==> src/motion_regs_map.svh <==
// Offsets, field positions, reset values and timing figures of the
// motion board control registers.
// Assumes a 25 MHz board clock and byte addresses within a 512-byte window.
`ifndef MOTION_REGS_MAP_SVH
`define MOTION_REGS_MAP_SVH
`define OFF_AUX_IO      9'h018
`define OFF_VARIANT     9'h01c
`define OFF_TMR_CMP     9'h040
`define OFF_TMR_CLR     9'h044
`define OFF_TMR_ARM     9'h048
`define OFF_WD_CTRL     9'h04c
`define OFF_WD_KICK     9'h050
`define OFF_DAC_BASE    9'h060
`define OFF_ADC_DATA    9'h080
`define OFF_ADC_GO      9'h0a0
`define AUX_OUT_LSB     0
`define AUX_IN_LSB      16
`define AUX_WD_BIT      22
`define AUX_JMP_BIT     23
`define WD_TB_BIT       0
`define WD_EN_BIT       2
`define WD_DACK_BIT     4
`define WD_KICK_CODE    8'h5a
`define DAC_MID         13'h1000
`define ADC_PWRDN       4'h8
`define RST_ADC_CMD     4'h0
`define RST_AUX_OUT     4'h0
`define VARIANT_ID      32'h0000_00a5 // Arbitrary value, no real part
`define CLK_MHZ         25
`define TMR_TICK_NS     15500
`define TMR_TICK_CYC    ((`TMR_TICK_NS * `CLK_MHZ + 999) / 1000)
`define WD_SHORT_MS     8
`define WD_LONG_MS      16
`define WD_CYC_PER_MS   (`CLK_MHZ * 1000)
`endif

==> src/motion_regs_pkg.sv <==
// Types shared by the motion board control registers and their users.
// Assumes the constants of motion_regs_map.svh.
package motion_regs_pkg;
    typedef struct packed {
        logic        wr;
        logic        rd;
        logic [8:0]  addr;
        logic [31:0] wdata;
    } bus_req_t;

    typedef struct packed {
        logic        load;
        logic [2:0]  chan;
        logic [12:0] code;
    } dac_out_t;

    typedef struct packed {
        logic       cmd_load;
        logic       start;
        logic [3:0] cmd;
    } adc_req_t;

    typedef enum logic [1:0] {
        ADC_IDLE  = 2'b00,
        ADC_BUSY  = 2'b01,
        ADC_READY = 2'b10
    } adc_state_t;
endpackage : motion_regs_pkg

==> src/motion_regs.sv <==
// Auxiliary I/O, variant word, interval timer, supervision timer,
// analog-output strobes and analog-input sequencing of the motion board.
// Assumes one-cycle bus strobes synchronous to clk_sys and a converter
// that returns one result per conversion_valid pulse.
`timescale 1ns/1ps
`include "motion_regs_map.svh"

// What this block does
// - Offset 24 drives and reads outputs 16-19
// - Offset 24 bits 16-21 read inputs 32-37
// - Bit 22 watchdog state, bit 23 jumper
// - Offset 28 returns read-only variant word
// - Timer compare keeps only bits 0-7
// - One timer count per 15.5 us
// - Writing one at 68 clears, disables timer
// - Writing one at 72 arms one-shot upcount
// - Reaching compare raises timer interrupt
// - Control bit 0 picks 8 or 16 ms
// - Control bit 2 enables watchdog; 1,3 reserved
// - Bit 4 lets analog writes kick watchdog
// - Writing 0x5a at 80 kicks watchdog
// - Timeout resets board, drives watchdog low
// - Eight analog-output words at 96-124, 13 bits
// - Analog codes offset binary, 0x1000 is zero
// - Read 128 returns next 14-bit result
// - Writing one at 160 starts conversions
// - Codes 0-7 pick channels, 8 powers down
// - Done flag low when finished, first read high
module motion_regs #(
    parameter int WD_SHORT_CYC = `WD_SHORT_MS * `WD_CYC_PER_MS,
    parameter int WD_LONG_CYC  = `WD_LONG_MS * `WD_CYC_PER_MS
) (
    input  wire logic                     clk_sys,
    input  wire logic                     rst_b,
    input  wire motion_regs_pkg::bus_req_t bus_req,
    output logic [31:0]                   bus_rdata,
    output logic                          bus_rvalid,
    output logic [3:0]                    aux_out,
    input  wire logic [5:0]               aux_in,
    input  wire logic                     option_jumper_b,
    output logic                          timer_irq,
    output logic                          supervision_timer_out_b,
    output logic                          board_reset,
    output motion_regs_pkg::dac_out_t     dac,
    output motion_regs_pkg::adc_req_t     adc_req,
    input  wire logic                     conversion_valid,
    input  wire logic [13:0]              conversion_data,
    output logic                          conversion_finished_b
);
    import motion_regs_pkg::*;

    localparam int TICK_CYC = `TMR_TICK_CYC;

    function automatic logic hit(input logic [8:0] a,
                                 input logic [8:0] off);
        return a[8:2] == off[8:2];
    endfunction : hit

    logic        wr;
    logic        rd;
    logic        dac_hit;
    logic        wd_fire;
    logic        wd_kick;
    logic [7:0]  tmr_cmp;
    logic [7:0]  tmr_cnt;
    logic [8:0]  tmr_pre;
    logic        tmr_run;
    logic        tmr_tick;
    logic        tmr_hit;
    logic        arm_wr;
    logic        clr_wr;
    logic        wd_en;
    logic        wd_tb;
    logic        wd_dack;
    logic [18:0] wd_cnt;
    logic [18:0] wd_limit;
    adc_state_t  adc_state;
    logic [3:0]  adc_cmd;
    logic [13:0] adc_res [4];
    logic [2:0]  adc_got;
    logic [2:0]  adc_rd;
    logic [2:0]  adc_n;
    logic        adc_go;
    logic        adc_pop;

    assign wr      = bus_req.wr;
    assign rd      = bus_req.rd;
    // Analog-output words occupy 0x60..0x7c
    assign dac_hit = bus_req.addr[8:5] == 4'(`OFF_DAC_BASE >> 5);
    assign arm_wr  = wr && hit(bus_req.addr, `OFF_TMR_ARM)
                     && bus_req.wdata[0];
    assign clr_wr  = wr && hit(bus_req.addr, `OFF_TMR_CLR)
                     && bus_req.wdata[0];

    // Auxiliary outputs
    always_ff @(posedge clk_sys or negedge rst_b) begin
        if (!rst_b) begin
            aux_out <= `RST_AUX_OUT;
        end else if (wd_fire) begin
            aux_out <= `RST_AUX_OUT;
        end else if (wr && hit(bus_req.addr, `OFF_AUX_IO)) begin
            aux_out <= bus_req.wdata[`AUX_OUT_LSB +: 4];
        end
    end

    // Interval timer: prescaler makes the count tick
    assign tmr_tick = tmr_run && tmr_pre == 9'(TICK_CYC - 1);
    // A zero compare fires on the first tick rather than wrapping
    assign tmr_hit  = tmr_tick
                      && {1'b0, tmr_cnt} + 9'd1 >= {1'b0, tmr_cmp};

    always_ff @(posedge clk_sys or negedge rst_b) begin
        if (!rst_b) begin
            tmr_cmp <= 8'h00;
        end else if (wr && hit(bus_req.addr, `OFF_TMR_CMP)) begin
            tmr_cmp <= bus_req.wdata[7:0];
        end
    end

    always_ff @(posedge clk_sys or negedge rst_b) begin
        if (!rst_b) begin
            tmr_pre <= 9'h000;
        end else if (!tmr_run || arm_wr || tmr_tick) begin
            tmr_pre <= 9'h000;
        end else begin
            tmr_pre <= tmr_pre + 9'd1;
        end
    end

    always_ff @(posedge clk_sys or negedge rst_b) begin
        if (!rst_b) begin
            tmr_run <= 1'b0;
            tmr_cnt <= 8'h00;
        end else if (clr_wr || wd_fire) begin
            tmr_run <= 1'b0;
        end else if (arm_wr) begin
            tmr_run <= 1'b1;
            tmr_cnt <= 8'h00;
        end else if (tmr_hit) begin
            tmr_run <= 1'b0;
        end else if (tmr_tick) begin
            tmr_cnt <= tmr_cnt + 8'd1;
        end
    end

    // A hit in the clearing cycle still raises the request
    always_ff @(posedge clk_sys or negedge rst_b) begin
        if (!rst_b) begin
            timer_irq <= 1'b0;
        end else if (tmr_hit) begin
            timer_irq <= 1'b1;
        end else if (clr_wr || wd_fire) begin
            timer_irq <= 1'b0;
        end
    end

    // Supervision timer
    assign wd_limit = wd_tb ? 19'(WD_LONG_CYC) : 19'(WD_SHORT_CYC);
    assign wd_kick  = (wr && hit(bus_req.addr, `OFF_WD_KICK)
                       && bus_req.wdata[7:0] == `WD_KICK_CODE)
                      || (wr && dac_hit && wd_dack);
    // A kick in the last counted cycle still arrives in time
    assign wd_fire  = wd_en && !wd_kick && wd_cnt == wd_limit - 19'd1;

    always_ff @(posedge clk_sys or negedge rst_b) begin
        if (!rst_b) begin
            wd_en   <= 1'b0;
            wd_tb   <= 1'b0;
            wd_dack <= 1'b0;
        end else if (wd_fire) begin
            wd_en   <= 1'b0;
        end else if (wr && hit(bus_req.addr, `OFF_WD_CTRL)) begin
            wd_tb   <= bus_req.wdata[`WD_TB_BIT];
            wd_en   <= bus_req.wdata[`WD_EN_BIT];
            wd_dack <= bus_req.wdata[`WD_DACK_BIT];
        end
    end

    always_ff @(posedge clk_sys or negedge rst_b) begin
        if (!rst_b) begin
            wd_cnt <= 19'h00000;
        end else if (!wd_en || wd_kick) begin
            wd_cnt <= 19'h00000;
        end else begin
            wd_cnt <= wd_cnt + 19'd1;
        end
    end

    // Trip stays visible until the next kick so software can see it
    always_ff @(posedge clk_sys or negedge rst_b) begin
        if (!rst_b) begin
            supervision_timer_out_b <= 1'b1;
            board_reset             <= 1'b0;
        end else begin
            board_reset <= wd_fire;
            if (wd_fire) begin
                supervision_timer_out_b <= 1'b0;
            end else if (wd_kick) begin
                supervision_timer_out_b <= 1'b1;
            end
        end
    end

    // Analog outputs: code passed as written, offset binary
    always_ff @(posedge clk_sys or negedge rst_b) begin
        if (!rst_b) begin
            dac.load <= 1'b0;
            dac.chan <= 3'h0;
            dac.code <= `DAC_MID;
        end else begin
            dac.load <= wr && dac_hit;
            if (wr && dac_hit) begin
                dac.chan <= bus_req.addr[4:2];
                dac.code <= bus_req.wdata[12:0];
            end
        end
    end

    // Analog-input sequencing
    assign adc_n   = {1'b0, adc_cmd[1:0]} + 3'd1;
    assign adc_go  = wr && hit(bus_req.addr, `OFF_ADC_GO)
                     && bus_req.wdata[0] && adc_state != ADC_BUSY
                     && adc_cmd != `ADC_PWRDN;
    assign adc_pop = rd && hit(bus_req.addr, `OFF_ADC_DATA)
                     && adc_state == ADC_READY;

    always_ff @(posedge clk_sys or negedge rst_b) begin
        if (!rst_b) begin
            adc_cmd <= `RST_ADC_CMD;
        end else if (wr && hit(bus_req.addr, `OFF_ADC_DATA)
                     && adc_state != ADC_BUSY) begin
            adc_cmd <= bus_req.wdata[3:0];
        end
    end

    always_ff @(posedge clk_sys or negedge rst_b) begin
        if (!rst_b) begin
            adc_req.cmd_load <= 1'b0;
            adc_req.start    <= 1'b0;
            adc_req.cmd      <= `RST_ADC_CMD;
        end else begin
            adc_req.cmd_load <= wr && hit(bus_req.addr, `OFF_ADC_DATA)
                                && adc_state != ADC_BUSY;
            adc_req.start    <= adc_go;
            // Mirror the stored command; busy-time writes are dropped
            if (wr && hit(bus_req.addr, `OFF_ADC_DATA)
                && adc_state != ADC_BUSY) begin
                adc_req.cmd <= bus_req.wdata[3:0];
            end
        end
    end

    always_ff @(posedge clk_sys) begin
        if (adc_state == ADC_BUSY && conversion_valid) begin
            adc_res[adc_got[1:0]] <= conversion_data;
        end
    end

    always_ff @(posedge clk_sys or negedge rst_b) begin
        if (!rst_b) begin
            adc_state             <= ADC_IDLE;
            adc_got               <= 3'h0;
            adc_rd                <= 3'h0;
            conversion_finished_b <= 1'b1;
        end else if (wd_fire) begin
            adc_state             <= ADC_IDLE;
            conversion_finished_b <= 1'b1;
        end else begin
            case (adc_state)
                ADC_IDLE, ADC_READY: begin
                    if (adc_go) begin
                        adc_state             <= ADC_BUSY;
                        adc_got               <= 3'h0;
                        adc_rd                <= 3'h0;
                        conversion_finished_b <= 1'b1;
                    end else if (adc_pop) begin
                        conversion_finished_b <= 1'b1;
                        adc_rd <= adc_rd + 3'd1;
                        if (adc_rd + 3'd1 == adc_n) begin
                            adc_state <= ADC_IDLE;
                        end
                    end
                end
                ADC_BUSY: begin
                    if (conversion_valid) begin
                        adc_got <= adc_got + 3'd1;
                        if (adc_got + 3'd1 == adc_n) begin
                            adc_state             <= ADC_READY;
                            conversion_finished_b <= 1'b0;
                        end
                    end
                end
                default: begin
                    adc_state <= ADC_IDLE;
                end
            endcase
        end
    end

    // Read answers; unmapped words and reserved bits give zero
    always_ff @(posedge clk_sys or negedge rst_b) begin
        if (!rst_b) begin
            bus_rdata  <= 32'h0000_0000;
            bus_rvalid <= 1'b0;
        end else begin
            bus_rvalid <= rd;
            if (rd) begin
                bus_rdata <= 32'h0000_0000;
                if (hit(bus_req.addr, `OFF_AUX_IO)) begin
                    bus_rdata[`AUX_OUT_LSB +: 4] <= aux_out;
                    bus_rdata[`AUX_IN_LSB +: 6]  <= aux_in;
                    bus_rdata[`AUX_WD_BIT] <= supervision_timer_out_b;
                    bus_rdata[`AUX_JMP_BIT] <= option_jumper_b;
                end else if (hit(bus_req.addr, `OFF_VARIANT)) begin
                    bus_rdata <= `VARIANT_ID;
                end else if (adc_pop) begin
                    bus_rdata[13:0] <= adc_res[adc_rd[1:0]];
                end
            end
        end
    end
endmodule : motion_regs

==> config.mk <==
export PLATFORM = sky130hd
export DESIGN_NAME = motion_regs
export DESIGN_NICKNAME = d
export VERILOG_FILES = /design/src/motion_regs_pkg.sv /design/src/motion_regs.sv
export VERILOG_INCLUDE_DIRS = /design/src
export SDC_FILE = /design/constraint.sdc
export NUM_CORES = 1
export LEC_CHECK = 0
export BUFFER_PORTS_ARGS = -buffer_cell sky130_fd_sc_hd__buf_2
export CAP_MARGIN = 40
export CORE_MARGIN = 2
export CORE_UTILIZATION = 35
export CTS_BUF_LIST = sky130_fd_sc_hd__clkbuf_8
export DETAILED_ROUTE_END_ITERATION = 10
export SYNTH_ARGS = -nofsm -noshare
export SYNTH_HDL_FRONTEND = slang
export SYNTH_SLANG_ARGS = --single-unit
==> constraint.sdc <==
create_clock -name clk_sys -period 2.95 [get_ports clk_sys]
set_clock_uncertainty 0.1 [all_clocks]
set_input_delay 0.295 -clock clk_sys [delete_from_list [all_inputs] [get_ports clk_sys]]
set_output_delay 0.295 -clock clk_sys [all_outputs]
set_load 0.01 [all_outputs]
[After elaboration in Yosys (flattened, before gate mapping)]
Memories as Yosys holds them, arrays and structs flattened.
Index checks and enable logic that the tools add are counted.
Operators by class
  add/sub/neg operators: 8
  magnitude comparators: 1
  equality and inequality tests: 26
  mux-type cells: 42
  bitwise logic cells: 2
  reductions and logical operators: 49
Operators with widths (number)
  $mux 19: 2
  $eq 7x5->1 const B: 5
  $mux 8: 4
  $mux 14: 2
  $logic_and 1x1->1: 24
  $add 19x1->19 const B: 1
  $eq 19x19->1: 1
  $sub 19x1->19 const B: 1
  $mux 1: 16
  $eq 7x3->1 const B: 2
  $eq 7x6->1 const B: 2
  $reduce_bool 2->1: 7
  $mux 2: 6
  $mux 3: 4
  $mux 4: 3
  $ne 4x4->1 const B: 3
  $reduce_and 4->1: 3
  $mux 10: 1
  $add 8x1->9 const B: 1
  $add 9x1->9 const B: 1
  $eq 9x9->1 const B: 1
  $ge 9x8->1: 1
  $mux 9: 1
  $add 8x1->8 const B: 1
  22 further kinds: 35
Storage, ports and cells
  bits in registers: 112
  bits in writable memories: 56
  input bits: 67
  output and inout bits: 64
  logic and storage cells: 153
  memories kept: 1
Memories
  adc_res: words 4, width 14, rd ports 1, clocked after memory_dff 0, write ports 1, RTL line motion_regs.sv:79  | logic [13:0] adc_res [4];

[Longest topological paths before layout]
  depth in word-level cells: 10
  mapped depth: 11
  gate-level depth less buffers: 11

[Worst setup path before layout]
Ideal clock, no wire load.
  kind: flip-flop to flip-flop
  start: register tmr_cnt[0]
  end: register tmr_cnt[2]
  data arrival time: 2.492 ns
  slack: 0.288 ns
  stages on the path, launching flop included: 12
  buffers on the path: 0
  clock period less this slack: 2.662 ns
  cells stage by stage: dfrtp_1 ha_1 and3_1 nand3_1 xnor2_1 ha_1 a211oi_1 nand2_1 a31oi_1 o21ai_1 or4_1 nand3_1
Between the ends
  word-level cells in the longest chain between the ends: 5
  elaborated cells on any way between the ends: 9
RTL lines
  from (decl): RTL line motion_regs.sv:65  | logic [7:0] tmr_cnt;
  from (signal assigned): RTL line motion_regs.sv:142  | tmr_cnt <= tmr_cnt + 8'd1;
  $add 8x1->9: RTL line motion_regs.sv:110  | && {1'b0, tmr_cnt} + 9'd1 >= {1'b0, tmr_cmp};
  $ge 9x8->1: RTL line motion_regs.sv:110
  $logic_and 1x1->1: RTL line motion_regs.sv:110
  $ne 2x1->1 (no line)
  $reduce_and 3->1 (no line)
Parallel ways exist; a longest one is shown, timed or not. The select of a mux whose other input is x is not followed.
A chain may end at the register's enable or synchronous reset.

[Worst setup path after layout]
  start: register tmr_cnt[1]
  end: register tmr_cnt[2]
Same word-level chain as after synthesis.

==> impl_metrics.csv <==
group,metric,value,unit
logic_synthesis,postSynthAreaPerCell,12.3,µm²
global_route,antenna_found_initial,0,
clock_network,clockBufferDepth,2,
finish,area_growth,20.8,%
worst_setup_path,required,3.26,ns
worst_setup_path,endpoint,"tmr_cnt[2]",
logic_synthesis,ys_ff_latch,166,
sta,min_period,2.76,ns
floorplan,row_count,53,
worst_setup_path,cp_max_fo,4,
power_and_ir_drop,power_leakage,3.89,nW
status,status,"finished, final reports clean",
sta,post-route-period-util,93.5,%
sta,fmaxAchievable,362,MHz
clock_network,cts_tree,"done",
clock_network,cts-root-buf,"clkbuf_8",
sta,tightest_slew,0.888,ns
detailed_routing,via_count,5008,
sta,hold_violations,0,
logic_synthesis,synth_top_area_share,35.6,%
floorplan,die_w,151,µm
detailed_routing,finalWirelength,16400,µm
finish,antennaDiodeCount,0,
clock_network,clk_latency,0.47,ns
logic_synthesis,async_flop_share,66.3,%
worst_setup_path,crit_type,"flop to flop",
floorplan,coreArea,0.0210,mm²
logic_synthesis,yosysWarnings,0,
logic_synthesis,syn_area,0.00752,mm²
clock_network,htreeDepth,4,
logic_synthesis,synth_ff_type,"dfrtp_1",
floorplan,die-area,0.0227,mm²
min_path,holdCritStartpoint,"bus_req[36]",
clock_network,cts_sinks,166,
floorplan,io_pins,131,
detailed_routing,drt_iter0_drc,213,
placement,hpwlAfterDp,11100,µm
worst_setup_path,reg2reg_depth,12,
sta,finalMaxSlewViolations,0,
worst_setup_path,rrSetupSlack,0.19,ns
finish,post-route-util,43.2,%
placement,place.gp.congestion,0.743,
power_and_ir_drop,power.total,0.00474,W
sta,slew_headroom,40.8,%
worst_setup_path,cp-end-kind,"flop",
global_route,grt_max_degree,44,
worst_setup_path,startpoint,"tmr_cnt[1]",
global_route,grt_pass1_wl,26200,µm
global_route,grt_pass1_vias,4977,
logic_synthesis,synth.distinct_cells,67,
logic_synthesis,synth_area_leaders,"dfrtp_1, edfxtp_1, mux4_2",
floorplan,start_util,35.8,%
power_and_ir_drop,powerDensity,522,mW/mm²
detailed_routing,vias_per_cell,4.81,
logic_synthesis,ys_seq_area_share,59.0,%
floorplan,die_h,151,µm
power_and_ir_drop,peakVddDrop,0.260,mV
logic_synthesis,synth_edf_count,56,
worst_setup_path,cp-start-kind,"flop",
sta,setup_viol_count_final,0,
placement,portBuffers,99,
finish,nets,838,
global_route,overflow,0,
clock_network,numCtsBuffers,17,
detailed_routing,drc,0,
finish,drive_gt1_share,26.4,%
min_path,holdCritPathClass,"input port to flop",
clock_network,clk_pin_slew_worst_paths,0.10,ns
worst_setup_path,cp.arrival,3.07,ns
sta,finalSetupTns,0,ns
logic_synthesis,netlist_instances,611,
worst_setup_path,r2r-start,"tmr_cnt[1]",
detailed_routing,dr.pass1.iters,4,
logic_synthesis,yosys.area.top_type,"dfrtp_1",
global_route,grt_usage,15.2,%
worst_setup_path,r2r-end,"tmr_cnt[2]",
flow_run,drv_cap,0,
detailed_routing,ant_nets,0,
detailed_routing,routedWlPerCell,15.7,µm
[final cells by class]
type | count | area [µm²]
inverters | 38 | 143
flip-flops and latches | 166 | 4440
multi-input cells | 384 | 2800
repair buffers | 146 | 953
well taps | 275 | 344
clock buffers | 18 | 248
fillers | 1963 | 11900
clock inverters | 14 | 158
[how the worst min path moves through the flow]
stage | slack [ns] | endpoint | depth (start not counted)
6_report | 0.05 | dac[15] | 2
4_1_cts | 0.03 | dac[15] | 2
3_5_place_dp | 0.24 | tmr_cnt[3] | 1
3_3_place_gp | 0.25 | tmr_cnt[5] | 1
5_1_grt | 0.03 | dac[15] | 2
2_1_floorplan | -0.10 | adc_got[0] | 0
[Yosys cell counts (3+ instances only)]
library cell / number
nand3_1: 28
xnor2_1: 14
o21ai_0: 16
dfrtp_1: 107
mux2_1: 4
xor2_1: 24
clkbuf_1: 10
a21oi_1: 9
dfstp_2: 3
buf_4: 12
nand2b_1: 9
o21ai_1: 22
edfxtp_1: 56
mux2_2: 18
and2_1: 6
nor4_4: 3
nand2_1: 59
nor3_1: 3
nor4_2: 3
ha_1: 18
buf_2: 6
a22oi_1: 4
inv_1: 36
nor2_1: 47
a31oi_1: 5
and3_1: 9
mux4_2: 14
nand4_1: 4
nor4b_2: 3
mux2i_1: 8
[registers in the layout, summed over array words and instances, names as in the netlist, 2 cells and up]
name,cells
tmr_pre,9
wd_cnt,19
adc_req,6
adc_state,2
adc_rd,3
adc_got,3
dac,17
bus_rdata,22
tmr_cnt,8
aux_out,4
adc_res,56
tmr_cmp,8
[timing repair]
item                                    CTS  global route
gates resized for setup                   0             4
endpoints found under the setup margin    0             6
setup buffers                             0             3
hold buffers                             31             0
endpoints found under the hold margin   118             0
[power breakdown]
| part | internal (W) | switching, W | leakage (nW) |
|---|---|---|---|
| clock network | 0.000798 | 0.000904 | 0.214 |
| registers | 0.00247 | 0.0000545 | 1.98 |
| logic | 0.000241 | 0.000276 | 1.70 |
[critical path: stages (launching register included)]
cell,delay [ns]
dfrtp_1,0.37
ha_2,0.20
and3_2,0.22
nand3_1,0.14
xnor2_1,0.17
ha_1,0.20
a211oi_1,0.21
nand2_1,0.07
a31oi_1,0.18
o21ai_2,0.13
buf_4,0.14
or4_1,0.48
nand3_1,0.09
[cells by family (layout without fill, tap and decap cells)]
group           count (synthesis)  after routing  synth area share [%]
other cells                     1             10                0.0499
xor+xnor                       38             38                  4.43
simple gates                  198            198                  14.4
compound gates                 76             76                  6.16
flops                         166            166                  59.0
buf+inv                        70            216                  4.39
fa+ha+maj                      18             18                  3.00
mux                            44             44                  8.55
[layer usage]
| metal | wire (µm) | global-route usage [%] |
|---|---|---|
| met1 | 7590 | 20.2 |
| met2 | 7720 | 24.4 |
| met3 | 808 | 4.12 |
| met4 | 270 | 5.00 |
| met5 | 0 | 0 |
[layout by cell type, fill, tap and decap left out, types with 4 or more instances in the layout]
| cell type | instances |
|---|---|
| a21oi_1 | 9 |
| a22oi_1 | 4 |
| a31oi_1 | 5 |
| and2_1 | 6 |
| and3_1 | 8 |
| buf_2 | 98 |
| buf_4 | 15 |
| clkbuf_8 | 18 |
| conb_1 | 10 |
| dfrtp_1 | 107 |
| dlygate4sd3_1 | 31 |
| edfxtp_1 | 56 |
| ha_1 | 17 |
| inv_1 | 37 |
| inv_6 | 6 |
| mux2_1 | 4 |
| mux2_2 | 18 |
| mux2i_1 | 8 |
| mux4_2 | 14 |
| nand2_1 | 59 |
| nand2b_1 | 9 |
| nand3_1 | 28 |
| nand4_1 | 4 |
| nor2_1 | 46 |
| nor4_4 | 4 |
| o21ai_0 | 16 |
| o21ai_1 | 21 |
| xnor2_1 | 14 |
| xor2_1 | 24 |
[per-stage QoR]
step                setup slack [ns]  instance area, µm²  hold slack, ns  cells
CTS                           0.0793                9050          0.0270   1038
detailed placement            0.0989                8330           0.244    975
finish                         0.191                9090          0.0514   1041
floorplan                      0.288                7550          -0.101    620
global placement               0.170                8330           0.248    975
global route                -0.00358                9090          0.0277   1041
No activity file was read; power rests on OpenSTA's default activity.
